File: src/design/rhdp_pkg.sv
// constants and types for the repeater host/display pin port
// Functional notes
// - the device strobes each display word and port number into the off-chip display latches.
// - while a host read or write strobe is asserted the latch strobe stays inactive high.
// - during display update cycles all eight data pins are outputs carrying status and port number.
// - the data pins stay driven as display outputs at all times except while a host strobe is asserted or load/reset is low.
// - during a host access the lower four pins carry the data nibble, driven by the host on write, by the device on read.
// - the direction of the data pins follows the read, write and load/reset inputs.
// - a host write pulse stores the data nibble into the internal register chosen by the upper four pins.
// - a host read returns on the data nibble the internal register chosen by the upper four pins.
// - after each transmitted packet the freeze strobe goes high and status stays frozen until the next received packet, at most 30 ms.
// - one output controls whether the external bus transceiver is driven or high impedance.
// - the transceiver gate is high during display update cycles and low during host access or load cycles.
// - while load/reset is low all state machines are reset and held inactive.
// - on the rising edge of load/reset the eight data pins are captured into the configuration register.
// - the display test sequence begins on the rising edge of load/reset.
// - the display scan phases step at a single 20 MHz rate; host steps and the freeze count run at the 100 MHz clock.
package rhdp_pkg;
  localparam int unsigned CLK_HZ = 100_000_000;
  localparam int unsigned STATE_HZ = 20_000_000;
  localparam int unsigned DIV_CNT = CLK_HZ / STATE_HZ;
  localparam int unsigned DIV_W = 3;
  localparam int unsigned FREEZE_MS = 30;
  localparam int unsigned FREEZE_CYC_DEF = FREEZE_MS * (CLK_HZ / 1000);
  localparam int unsigned FREEZE_W = 22;
  localparam int unsigned PORT_CNT = 7;
  localparam int unsigned PORT_W = 3;
  localparam int unsigned STAT_W = 5;
  localparam int unsigned ADDR_W = 4;
  localparam int unsigned NIB_W = 4;
  localparam int unsigned DATA_W = 8;
  localparam int unsigned SYNC_W = 11;
  localparam int unsigned SY_WR = 8;
  localparam int unsigned SY_RD = 9;
  localparam int unsigned SY_LD = 10;
  localparam logic [SYNC_W-1:0] SYNC_IDLE = 11'h300;
  localparam logic [PORT_W-1:0] PORT_LAST = 3'h6;
  localparam logic [PORT_W-1:0] PORT_FIRST = 3'h0;
  localparam logic [2:0] TEST_SCANS = 3'h4;
  localparam logic [STAT_W-1:0] STAT_ALL_ON = 5'h1f;
  localparam logic [DATA_W-1:0] OE_ALL_DRIVE = 8'h00;
  localparam logic [DATA_W-1:0] OE_ALL_FLOAT = 8'hff;
  localparam logic [DATA_W-1:0] OE_LOW_NIB = 8'hf0;
  localparam logic [DATA_W-1:0] CONFIG_RESET = 8'h00;
  typedef enum logic [2:0] {ST_LOAD, ST_SETUP, ST_LATCH, ST_HOLD, ST_RELEASE, ST_HOST} scan_state_t;
endpackage : rhdp_pkg

File: src/design/rhdp_nibble_mem.sv
// sixteen four-bit host registers with registered read data
`timescale 1ns/10ps
module rhdp_nibble_mem import rhdp_pkg::*; (
  input wire logic clk,
  input wire logic rst,
  input wire logic we,
  input wire logic [ADDR_W-1:0] waddr,
  input wire logic [NIB_W-1:0] wdata,
  input wire logic [ADDR_W-1:0] raddr,
  output logic [NIB_W-1:0] rdata
);
  logic [NIB_W-1:0] mem [2**ADDR_W];

  always_ff @(posedge clk) begin
    if (rst) begin
      for (int i = 0; i < 2**ADDR_W; i++) begin
        mem[i] <= '0;
      end
    end else if (we) begin
      mem[waddr] <= wdata;
    end
  end

  always_ff @(posedge clk) begin
    if (rst) begin
      rdata <= '0;
    end else begin
      rdata <= mem[raddr];
    end
  end
endmodule : rhdp_nibble_mem

File: src/design/repeater_host_display_port.sv
// shared data pin port: display scan, host register access, load/reset and freeze
`timescale 1ns/10ps
module repeater_host_display_port import rhdp_pkg::*; #(
  parameter int unsigned FREEZE_CYCLES = FREEZE_CYC_DEF
) (
  input wire logic CLK_SYS,
  input wire logic RST,
  input wire logic [DATA_W-1:0] D_IN,
  output logic [DATA_W-1:0] D_OUT,
  output logic [DATA_W-1:0] D_OE_N,
  input wire logic WR_N,
  input wire logic RD_N,
  input wire logic CONFIG_CAPTURE_RESET_N,
  input wire logic [PORT_CNT*STAT_W-1:0] PORT_STATUS,
  input wire logic TX_PACKET_END,
  input wire logic RX_PACKET_START,
  output logic DISPLAY_LATCH_PULSE_N,
  output logic DISPLAY_FREEZE_PULSE,
  output logic TRANSCEIVER_GATE,
  output logic [DATA_W-1:0] CONFIG
);
  logic [SYNC_W-1:0] sy1, sy2, sy3, filt;
  logic [DIV_W-1:0] div_cnt;
  logic tick;
  scan_state_t state, next_state;
  logic [PORT_W-1:0] port;
  logic [2:0] test_cnt;
  logic [FREEZE_W-1:0] freeze_cnt;
  logic [PORT_CNT*STAT_W-1:0] snap;
  logic [STAT_W-1:0] shown;
  logic wr_q, mem_we;
  logic [ADDR_W-1:0] w_addr;
  logic [NIB_W-1:0] w_data, rd_nib;
  logic host_act, run, load_rise, disp_now;
  logic [FREEZE_W-1:0] frozen_for;

  // pins pass three flops; a change counts once the last two agree
  always_ff @(posedge CLK_SYS) begin
    if (RST) begin
      sy1 <= SYNC_IDLE;
      sy2 <= SYNC_IDLE;
      sy3 <= SYNC_IDLE;
    end else begin
      sy1 <= {CONFIG_CAPTURE_RESET_N, RD_N, WR_N, D_IN};
      sy2 <= sy1;
      sy3 <= sy2;
    end
  end

  // load/reset resets low so the first release counts as a rising edge
  always_ff @(posedge CLK_SYS) begin
    if (RST) begin
      filt <= {1'b0, SYNC_IDLE[SYNC_W-2:0]};
    end else begin
      for (int i = 0; i < SYNC_W; i++) begin
        if (sy2[i] == sy3[i]) begin
          filt[i] <= sy3[i];
        end
      end
    end
  end

  assign run = filt[SY_LD];
  assign host_act = !filt[SY_WR] || !filt[SY_RD];
  assign load_rise = (state == ST_LOAD) && run;
  assign disp_now = (state == ST_SETUP) || (state == ST_LATCH) || (state == ST_HOLD);

  always_ff @(posedge CLK_SYS) begin
    if (RST || div_cnt == DIV_W'(DIV_CNT - 1)) begin
      div_cnt <= '0;
    end else begin
      div_cnt <= div_cnt + 1'b1;
    end
  end
  assign tick = (div_cnt == DIV_W'(DIV_CNT - 1));

  always_comb begin
    next_state = state;
    if (!run) begin
      next_state = ST_LOAD;
    end else begin
      unique case (state)
        ST_LOAD: next_state = host_act ? ST_RELEASE : ST_SETUP;
        ST_SETUP: next_state = host_act ? ST_RELEASE : (tick ? ST_LATCH : ST_SETUP);
        ST_LATCH: next_state = host_act ? ST_RELEASE : (tick ? ST_HOLD : ST_LATCH);
        ST_HOLD: next_state = host_act ? ST_RELEASE : (tick ? ST_SETUP : ST_HOLD);
        ST_RELEASE: next_state = ST_HOST;
        ST_HOST: next_state = host_act ? ST_HOST : ST_SETUP;
        default: next_state = ST_LOAD;
      endcase
    end
  end

  always_ff @(posedge CLK_SYS) begin
    if (RST) begin
      state <= ST_LOAD;
    end else begin
      state <= next_state;
    end
  end

  // port walk; an abandoned cycle restarts on the same port
  always_ff @(posedge CLK_SYS) begin
    if (RST || !run) begin
      port <= PORT_FIRST;
    end else if (state == ST_HOLD && tick && !host_act) begin
      port <= (port == PORT_LAST) ? PORT_FIRST : port + 1'b1;
    end
  end

  always_ff @(posedge CLK_SYS) begin
    if (RST) begin
      CONFIG <= CONFIG_RESET;
    end else if (load_rise) begin
      CONFIG <= filt[DATA_W-1:0];
    end
  end

  // display test, all lamps on for a few scans
  always_ff @(posedge CLK_SYS) begin
    if (RST || !run) begin
      test_cnt <= '0;
    end else if (load_rise) begin
      test_cnt <= TEST_SCANS;
    end else if (state == ST_HOLD && tick && !host_act && port == PORT_LAST && test_cnt != '0) begin
      test_cnt <= test_cnt - 1'b1;
    end
  end

  // freeze: a packet end wins over a packet start in the same cycle
  always_ff @(posedge CLK_SYS) begin
    if (RST || !run) begin
      DISPLAY_FREEZE_PULSE <= 1'b0;
      freeze_cnt <= '0;
    end else if (TX_PACKET_END) begin
      DISPLAY_FREEZE_PULSE <= 1'b1;
      freeze_cnt <= FREEZE_W'(FREEZE_CYCLES - 1);
    end else if (RX_PACKET_START || freeze_cnt == '0) begin
      DISPLAY_FREEZE_PULSE <= 1'b0;
    end else begin
      freeze_cnt <= freeze_cnt - 1'b1;
    end
  end

  // cycles the freeze output has stood since its last trigger, for the upper bound check
  always_ff @(posedge CLK_SYS) begin
    if (RST || !DISPLAY_FREEZE_PULSE || TX_PACKET_END) begin
      frozen_for <= '0;
    end else begin
      frozen_for <= frozen_for + 1'b1;
    end
  end

  always_ff @(posedge CLK_SYS) begin
    if (RST) begin
      snap <= '0;
    end else if (TX_PACKET_END) begin
      snap <= PORT_STATUS;
    end
  end

  always_comb begin
    // the load edge already shows the test pattern, the test count lands one edge later
    if (test_cnt != '0 || load_rise) begin
      shown = STAT_ALL_ON;
    end else if (DISPLAY_FREEZE_PULSE) begin
      shown = snap[port*STAT_W +: STAT_W];
    end else begin
      shown = PORT_STATUS[port*STAT_W +: STAT_W];
    end
  end

  // write lands when the strobe ends, using the address seen during it
  always_ff @(posedge CLK_SYS) begin
    if (RST) begin
      wr_q <= 1'b0;
      w_addr <= '0;
      w_data <= '0;
    end else begin
      wr_q <= (state == ST_HOST) && !filt[SY_WR];
      if ((state == ST_HOST) && !filt[SY_WR]) begin
        w_addr <= filt[DATA_W-1:NIB_W];
        w_data <= filt[NIB_W-1:0];
      end
    end
  end
  assign mem_we = wr_q && filt[SY_WR] && run;

  // registered read of the addressed nibble
  rhdp_nibble_mem u_mem (
    .clk(CLK_SYS),
    .rst(RST),
    .we(mem_we),
    .waddr(w_addr),
    .wdata(w_data),
    .raddr(filt[DATA_W-1:NIB_W]),
    .rdata(rd_nib)
  );

  // latch strobe only in the latch phase, never under a host strobe
  always_ff @(posedge CLK_SYS) begin
    if (RST) begin
      DISPLAY_LATCH_PULSE_N <= 1'b1;
    end else begin
      DISPLAY_LATCH_PULSE_N <= !(next_state == ST_LATCH);
    end
  end

  always_ff @(posedge CLK_SYS) begin
    if (RST) begin
      TRANSCEIVER_GATE <= 1'b0;
    end else begin
      TRANSCEIVER_GATE <= (next_state == ST_SETUP) || (next_state == ST_LATCH) || (next_state == ST_HOLD);
    end
  end

  always_ff @(posedge CLK_SYS) begin
    if (RST) begin
      D_OE_N <= OE_ALL_FLOAT;
      D_OUT <= '0;
    end else if (next_state == ST_SETUP || next_state == ST_LATCH || next_state == ST_HOLD) begin
      D_OE_N <= OE_ALL_DRIVE;
      D_OUT <= {shown, port};
    end else if (next_state == ST_HOST && !filt[SY_RD]) begin
      D_OE_N <= OE_LOW_NIB;
      D_OUT <= {{(DATA_W-NIB_W){1'b0}}, rd_nib};
    end else begin
      D_OE_N <= OE_ALL_FLOAT;
      D_OUT <= '0;
    end
  end
endmodule : repeater_host_display_port

File: config.mk
export PLATFORM = sky130hd
export DESIGN_NAME = repeater_host_display_port
export DESIGN_NICKNAME = d
export VERILOG_FILES = /design/src/design/rhdp_pkg.sv /design/src/design/rhdp_nibble_mem.sv /design/src/design/repeater_host_display_port.sv
export SDC_FILE = /design/constraint.sdc
export NUM_CORES = 1
export LEC_CHECK = 0
export BUFFER_PORTS_ARGS = -buffer_cell sky130_fd_sc_hd__buf_2
export CAP_MARGIN = 0
export CORE_MARGIN = 2
export CORE_UTILIZATION = 39
export DETAILED_ROUTE_END_ITERATION = 7
export GPL_ROUTABILITY_DRIVEN = 0
export PLACE_DENSITY = 0.64
export SYNTH_ARGS = -nofsm -noshare
export SYNTH_HDL_FRONTEND = slang
export SYNTH_HIERARCHICAL = 1
export SYNTH_SLANG_ARGS = --single-unit
File: constraint.sdc
create_clock -name CLK_SYS -period 1.6 [get_ports CLK_SYS]
set_input_delay 0.24 -clock CLK_SYS [delete_from_list [all_inputs] [get_ports CLK_SYS]]
set_output_delay 0.24 -clock CLK_SYS [all_outputs]
set_load 0.05 [all_outputs]
==> results.json <==
{
  "crit_path_frequent_cell": "ha_4",
  "slew_viol_final": 0,
  "clkTransAtPathRegs_ns": 0.06,
  "die_area_sq_mm": 0.02528,
  "first_pass_iters": 5,
  "post_dp_cell_area_sq_mm": 0.01073,
  "critPathMaxStageDelay_ns": 0.32,
  "grt_max_degree": 61,
  "clk_latency_ns": 0.51,
  "cts_tree": "built",
  "nNetsFinal": 1114,
  "critPathLaunchType": "flip-flop",
  "min_period_ns": 1.719,
  "area_growth_pct": 32.37,
  "worst_slew_pin_slew_ns": 0.5599,
  "dp_cells": 1302,
  "p_leak_nw": 4.839,
  "die_w_microns": 159.0,
  "worstPathCellList": "inv_2 -> ha_4 -> ha_4 -> nor4bb_4 -> nand4_1 -> buf_4 -> a311oi_2",
  "drc": 0,
  "fin_util": 0.5268,
  "ys_seq_elements": 211,
  "synth_area_sq_mm": 0.009370,
  "start_util": 0.3980,
  "synthTopCellsByCount": "dfxtp_1, nor2_1, and2_1, edfxtp_1, nand2_1",
  "regArea_sq_mm": 0.004887,
  "root_buffer": "clkbuf_16",
  "synth-edff-count": 64,
  "antenna_found_initial": 0,
  "violations": "setup timing",
  "routedWlPerCell_microns": 15.86,
  "cts_sinks": 211,
  "crit_path_top_delay_cell": "dfxtp_2",
  "worstPathRequired_ns": 2.03,
  "rows": 56,
  "ys_seq_area_frac": 0.5192,
  "wirelength_microns": 22110,
  "drive_gt1_frac": 0.3405,
  "stdcell_area_sq_mm": 0.01240,
  "worstSetupPathType": "reg -> reg",
  "synth_fp_nets": 910,
  "multi_input_area_sq_mm": 0.004504,
  "synth_top_area_share": 0.3141,
  "synthArstFlopShare": 0,
  "cts_buffers": 24,
  "irDropWorstVdd_mv": 0.7325,
  "clock_path_buffers": 3,
  "synth_area_leader_cell": "dfxtp_1",
  "antennaDiodeCount": 0,
  "hp-class": "in -> reg",
  "syn_inst": 855,
  "vias_per_cell": 5.082,
  "rr_worst_depth": 7,
  "ioPinCount": 77,
  "yosys.cell_count.top_type": "dfxtp_1",
  "fin_skew_ns": 0.007965,
  "die_h_microns": 159.0,
  "arrival_ns": 2.15,
  "status": "finished with violations",
  "yosysWarnings": 6,
  "track_usage": 0.1706,
  "dpl.hpwl_microns": 14950,
  "cp_max_fo": 4,
  "overflow": 0,
  "core_sq_mm": 0.02354,
  "portBuffers": 76,
  "layout_setup_ws_ns": -0.1191,
  "htreeDepth": 1,
  "relSlewSlack": 0.6267,
  "dr_total_vias": 7084,
  "synth_cell_types": 78,
  "ys.flop_type": "dfxtp_1",
  "max_cap_viol_count": 0,
  "grt_pass1_wl_microns": 35940,
  "drt_iter0_markers": 388,
  "fillCellCount": 2048,
  "rsz0062_at_grt": "true",
  "syn_area_per_cell_sq_um": 10.96,
  "fin_crit_sh": 1.074,
  "final_cells": 1394,
  "max_freq_mhz": 581.7,
  "setup_viol_count_final": 6,
  "hold_depth": 3,
  "fin_tns_setup_ns": -0.3803,
  "report.final.hold_viol_count": 0,
  "cp-end-kind": "flip-flop",
  "first_global_vias": 7022,
  "synth_area_leaders": "dfxtp_1, edfxtp_1, mux2i_1, and2_1, mux4_2",
  "ant_nets": 0,
  "power.density_mw_per_mm2": 943.4
}
## final timing paths
kind / startpoint / endpoint / slack, ns
setup reg to reg: test_cnt[1]$_SDFFE_PP0P_ / test_cnt[2]$_SDFFE_PP0P_ / -0.12
hold / removal: PORT_STATUS[2] / snap[2]$_SDFFE_PP0P_ / 0.02
hold reg to reg: sy1[8]$_SDFF_PP1_ / sy2[8]$_SDFF_PP1_ / 0.41
setup / recovery: test_cnt[1]$_SDFFE_PP0P_ / test_cnt[2]$_SDFFE_PP0P_ / -0.12
## critical path: cells and delay by family (launching register included)
kind / cells / cell delay (ns)
compound gates: 1 / 0.23
fa+ha+maj: 2 / 0.32
buf+inv: 2 / 0.25
flops: 1 / 0.32
simple gates: 2 / 0.50
## cells by family (layout without fill, tap and decap cells)
| kind of cell | after synthesis | count (layout) | share of synthesized area |
|---|---|---|---|
| XOR/XNOR | 1 | 1 | 0.0009349 |
| buffers and inverters | 72 | 292 | 0.04086 |
| AO/OA/AOI/OAI | 126 | 126 | 0.09027 |
| adder cells (fa/ha/maj) | 5 | 5 | 0.006676 |
| AND/OR/NAND/NOR | 359 | 359 | 0.2171 |
| flip-flops | 211 | 211 | 0.5192 |
| multiplexers | 81 | 81 | 0.1250 |
## per-layer routing
metal  part of all wire  track usage  wire length (microns)  vias up
li1                   -            -                      -     3486
met1               0.47       0.2356                  10470     3381
met2               0.46       0.2796                  10130      180
met3              0.047      0.02761                   1044       37
met4              0.021      0.04545                    467        0
met5                  0            0                      0        -
## power breakdown
group	switching, mW	internal, mW
combinational	0.302	0.331
clock	2.13	3.22
sequential	0.0606	5.65
total	2.49	9.21
## layout by cell type (no fill, tap or decap), types with 4 or more instances in the layout
cell type / count
dfxtp_1: 131
buf_4: 110
buf_2: 75
nor2_1: 69
and2_1: 65
edfxtp_1: 64
nand2_1: 61
mux2i_1: 54
a21oi_1: 41
dlygate4sd3_1: 37
nor2b_1: 33
clkbuf_16: 27
mux4_2: 17
or2_2: 16
dfxtp_2: 15
inv_1: 14
o21ai_0: 14
nand3_1: 10
nor3_1: 10
nand2b_1: 9
mux4_1: 9
nand4_1: 8
or2_4: 8
o211ai_1: 7
buf_12: 7
a31oi_1: 6
nor2_4: 6
or3_1: 5
and3_1: 5
a311oi_1: 5
o22ai_1: 5
a22oi_1: 5
clkinv_2: 5
nor4_4: 4
nor3_4: 4
clkbuf_8: 4
buf_6: 4
## final cells by class
| cell class | count | area share |
|---|---|---|
| multi-input cells | 572 | 0.3632 |
| repair buffers | 233 | 0.1416 |
| clock buffers | 33 | 0.05952 |
| flip-flops and latches | 211 | 0.3940 |
| clock inverters | 9 | 0.004338 |
| well taps | 319 | 0.03218 |
| inverters | 17 | 0.005145 |
## through the flow
stage          setup WS, ns  total power [mW]  hold WS [ns]
5_1_grt             -0.1955             12.10       0.01724
6_report            -0.1191             11.70       0.01712
4_1_cts            -0.09620             11.79      0.001533
3_3_place_gp       -0.03477             6.349        0.3956
3_5_place_dp        -0.1129             6.361        0.3979
2_1_floorplan       0.01971             6.151        0.3438
## what timing repair did
item	4_1_cts	5_1_grt
resized for setup	28	81
hold buffers	37	0
buffers inserted	4	9
hold endpoints to repair	37	0
pin swaps	12	27
setup endpoints to repair	31	121
## sequential cells by signal, summed over array words and instances, names as in the netlist, 4 cells and up
signal       count
u_mem/mem       64
snap            35
freeze_cnt      22
filt            11
sy1             11
sy2             11
sy3             11
CONFIG           8
D_OUT            8
u_mem/rdata      4
w_addr           4
w_data           4
Power figures use the tool's default switching activity.
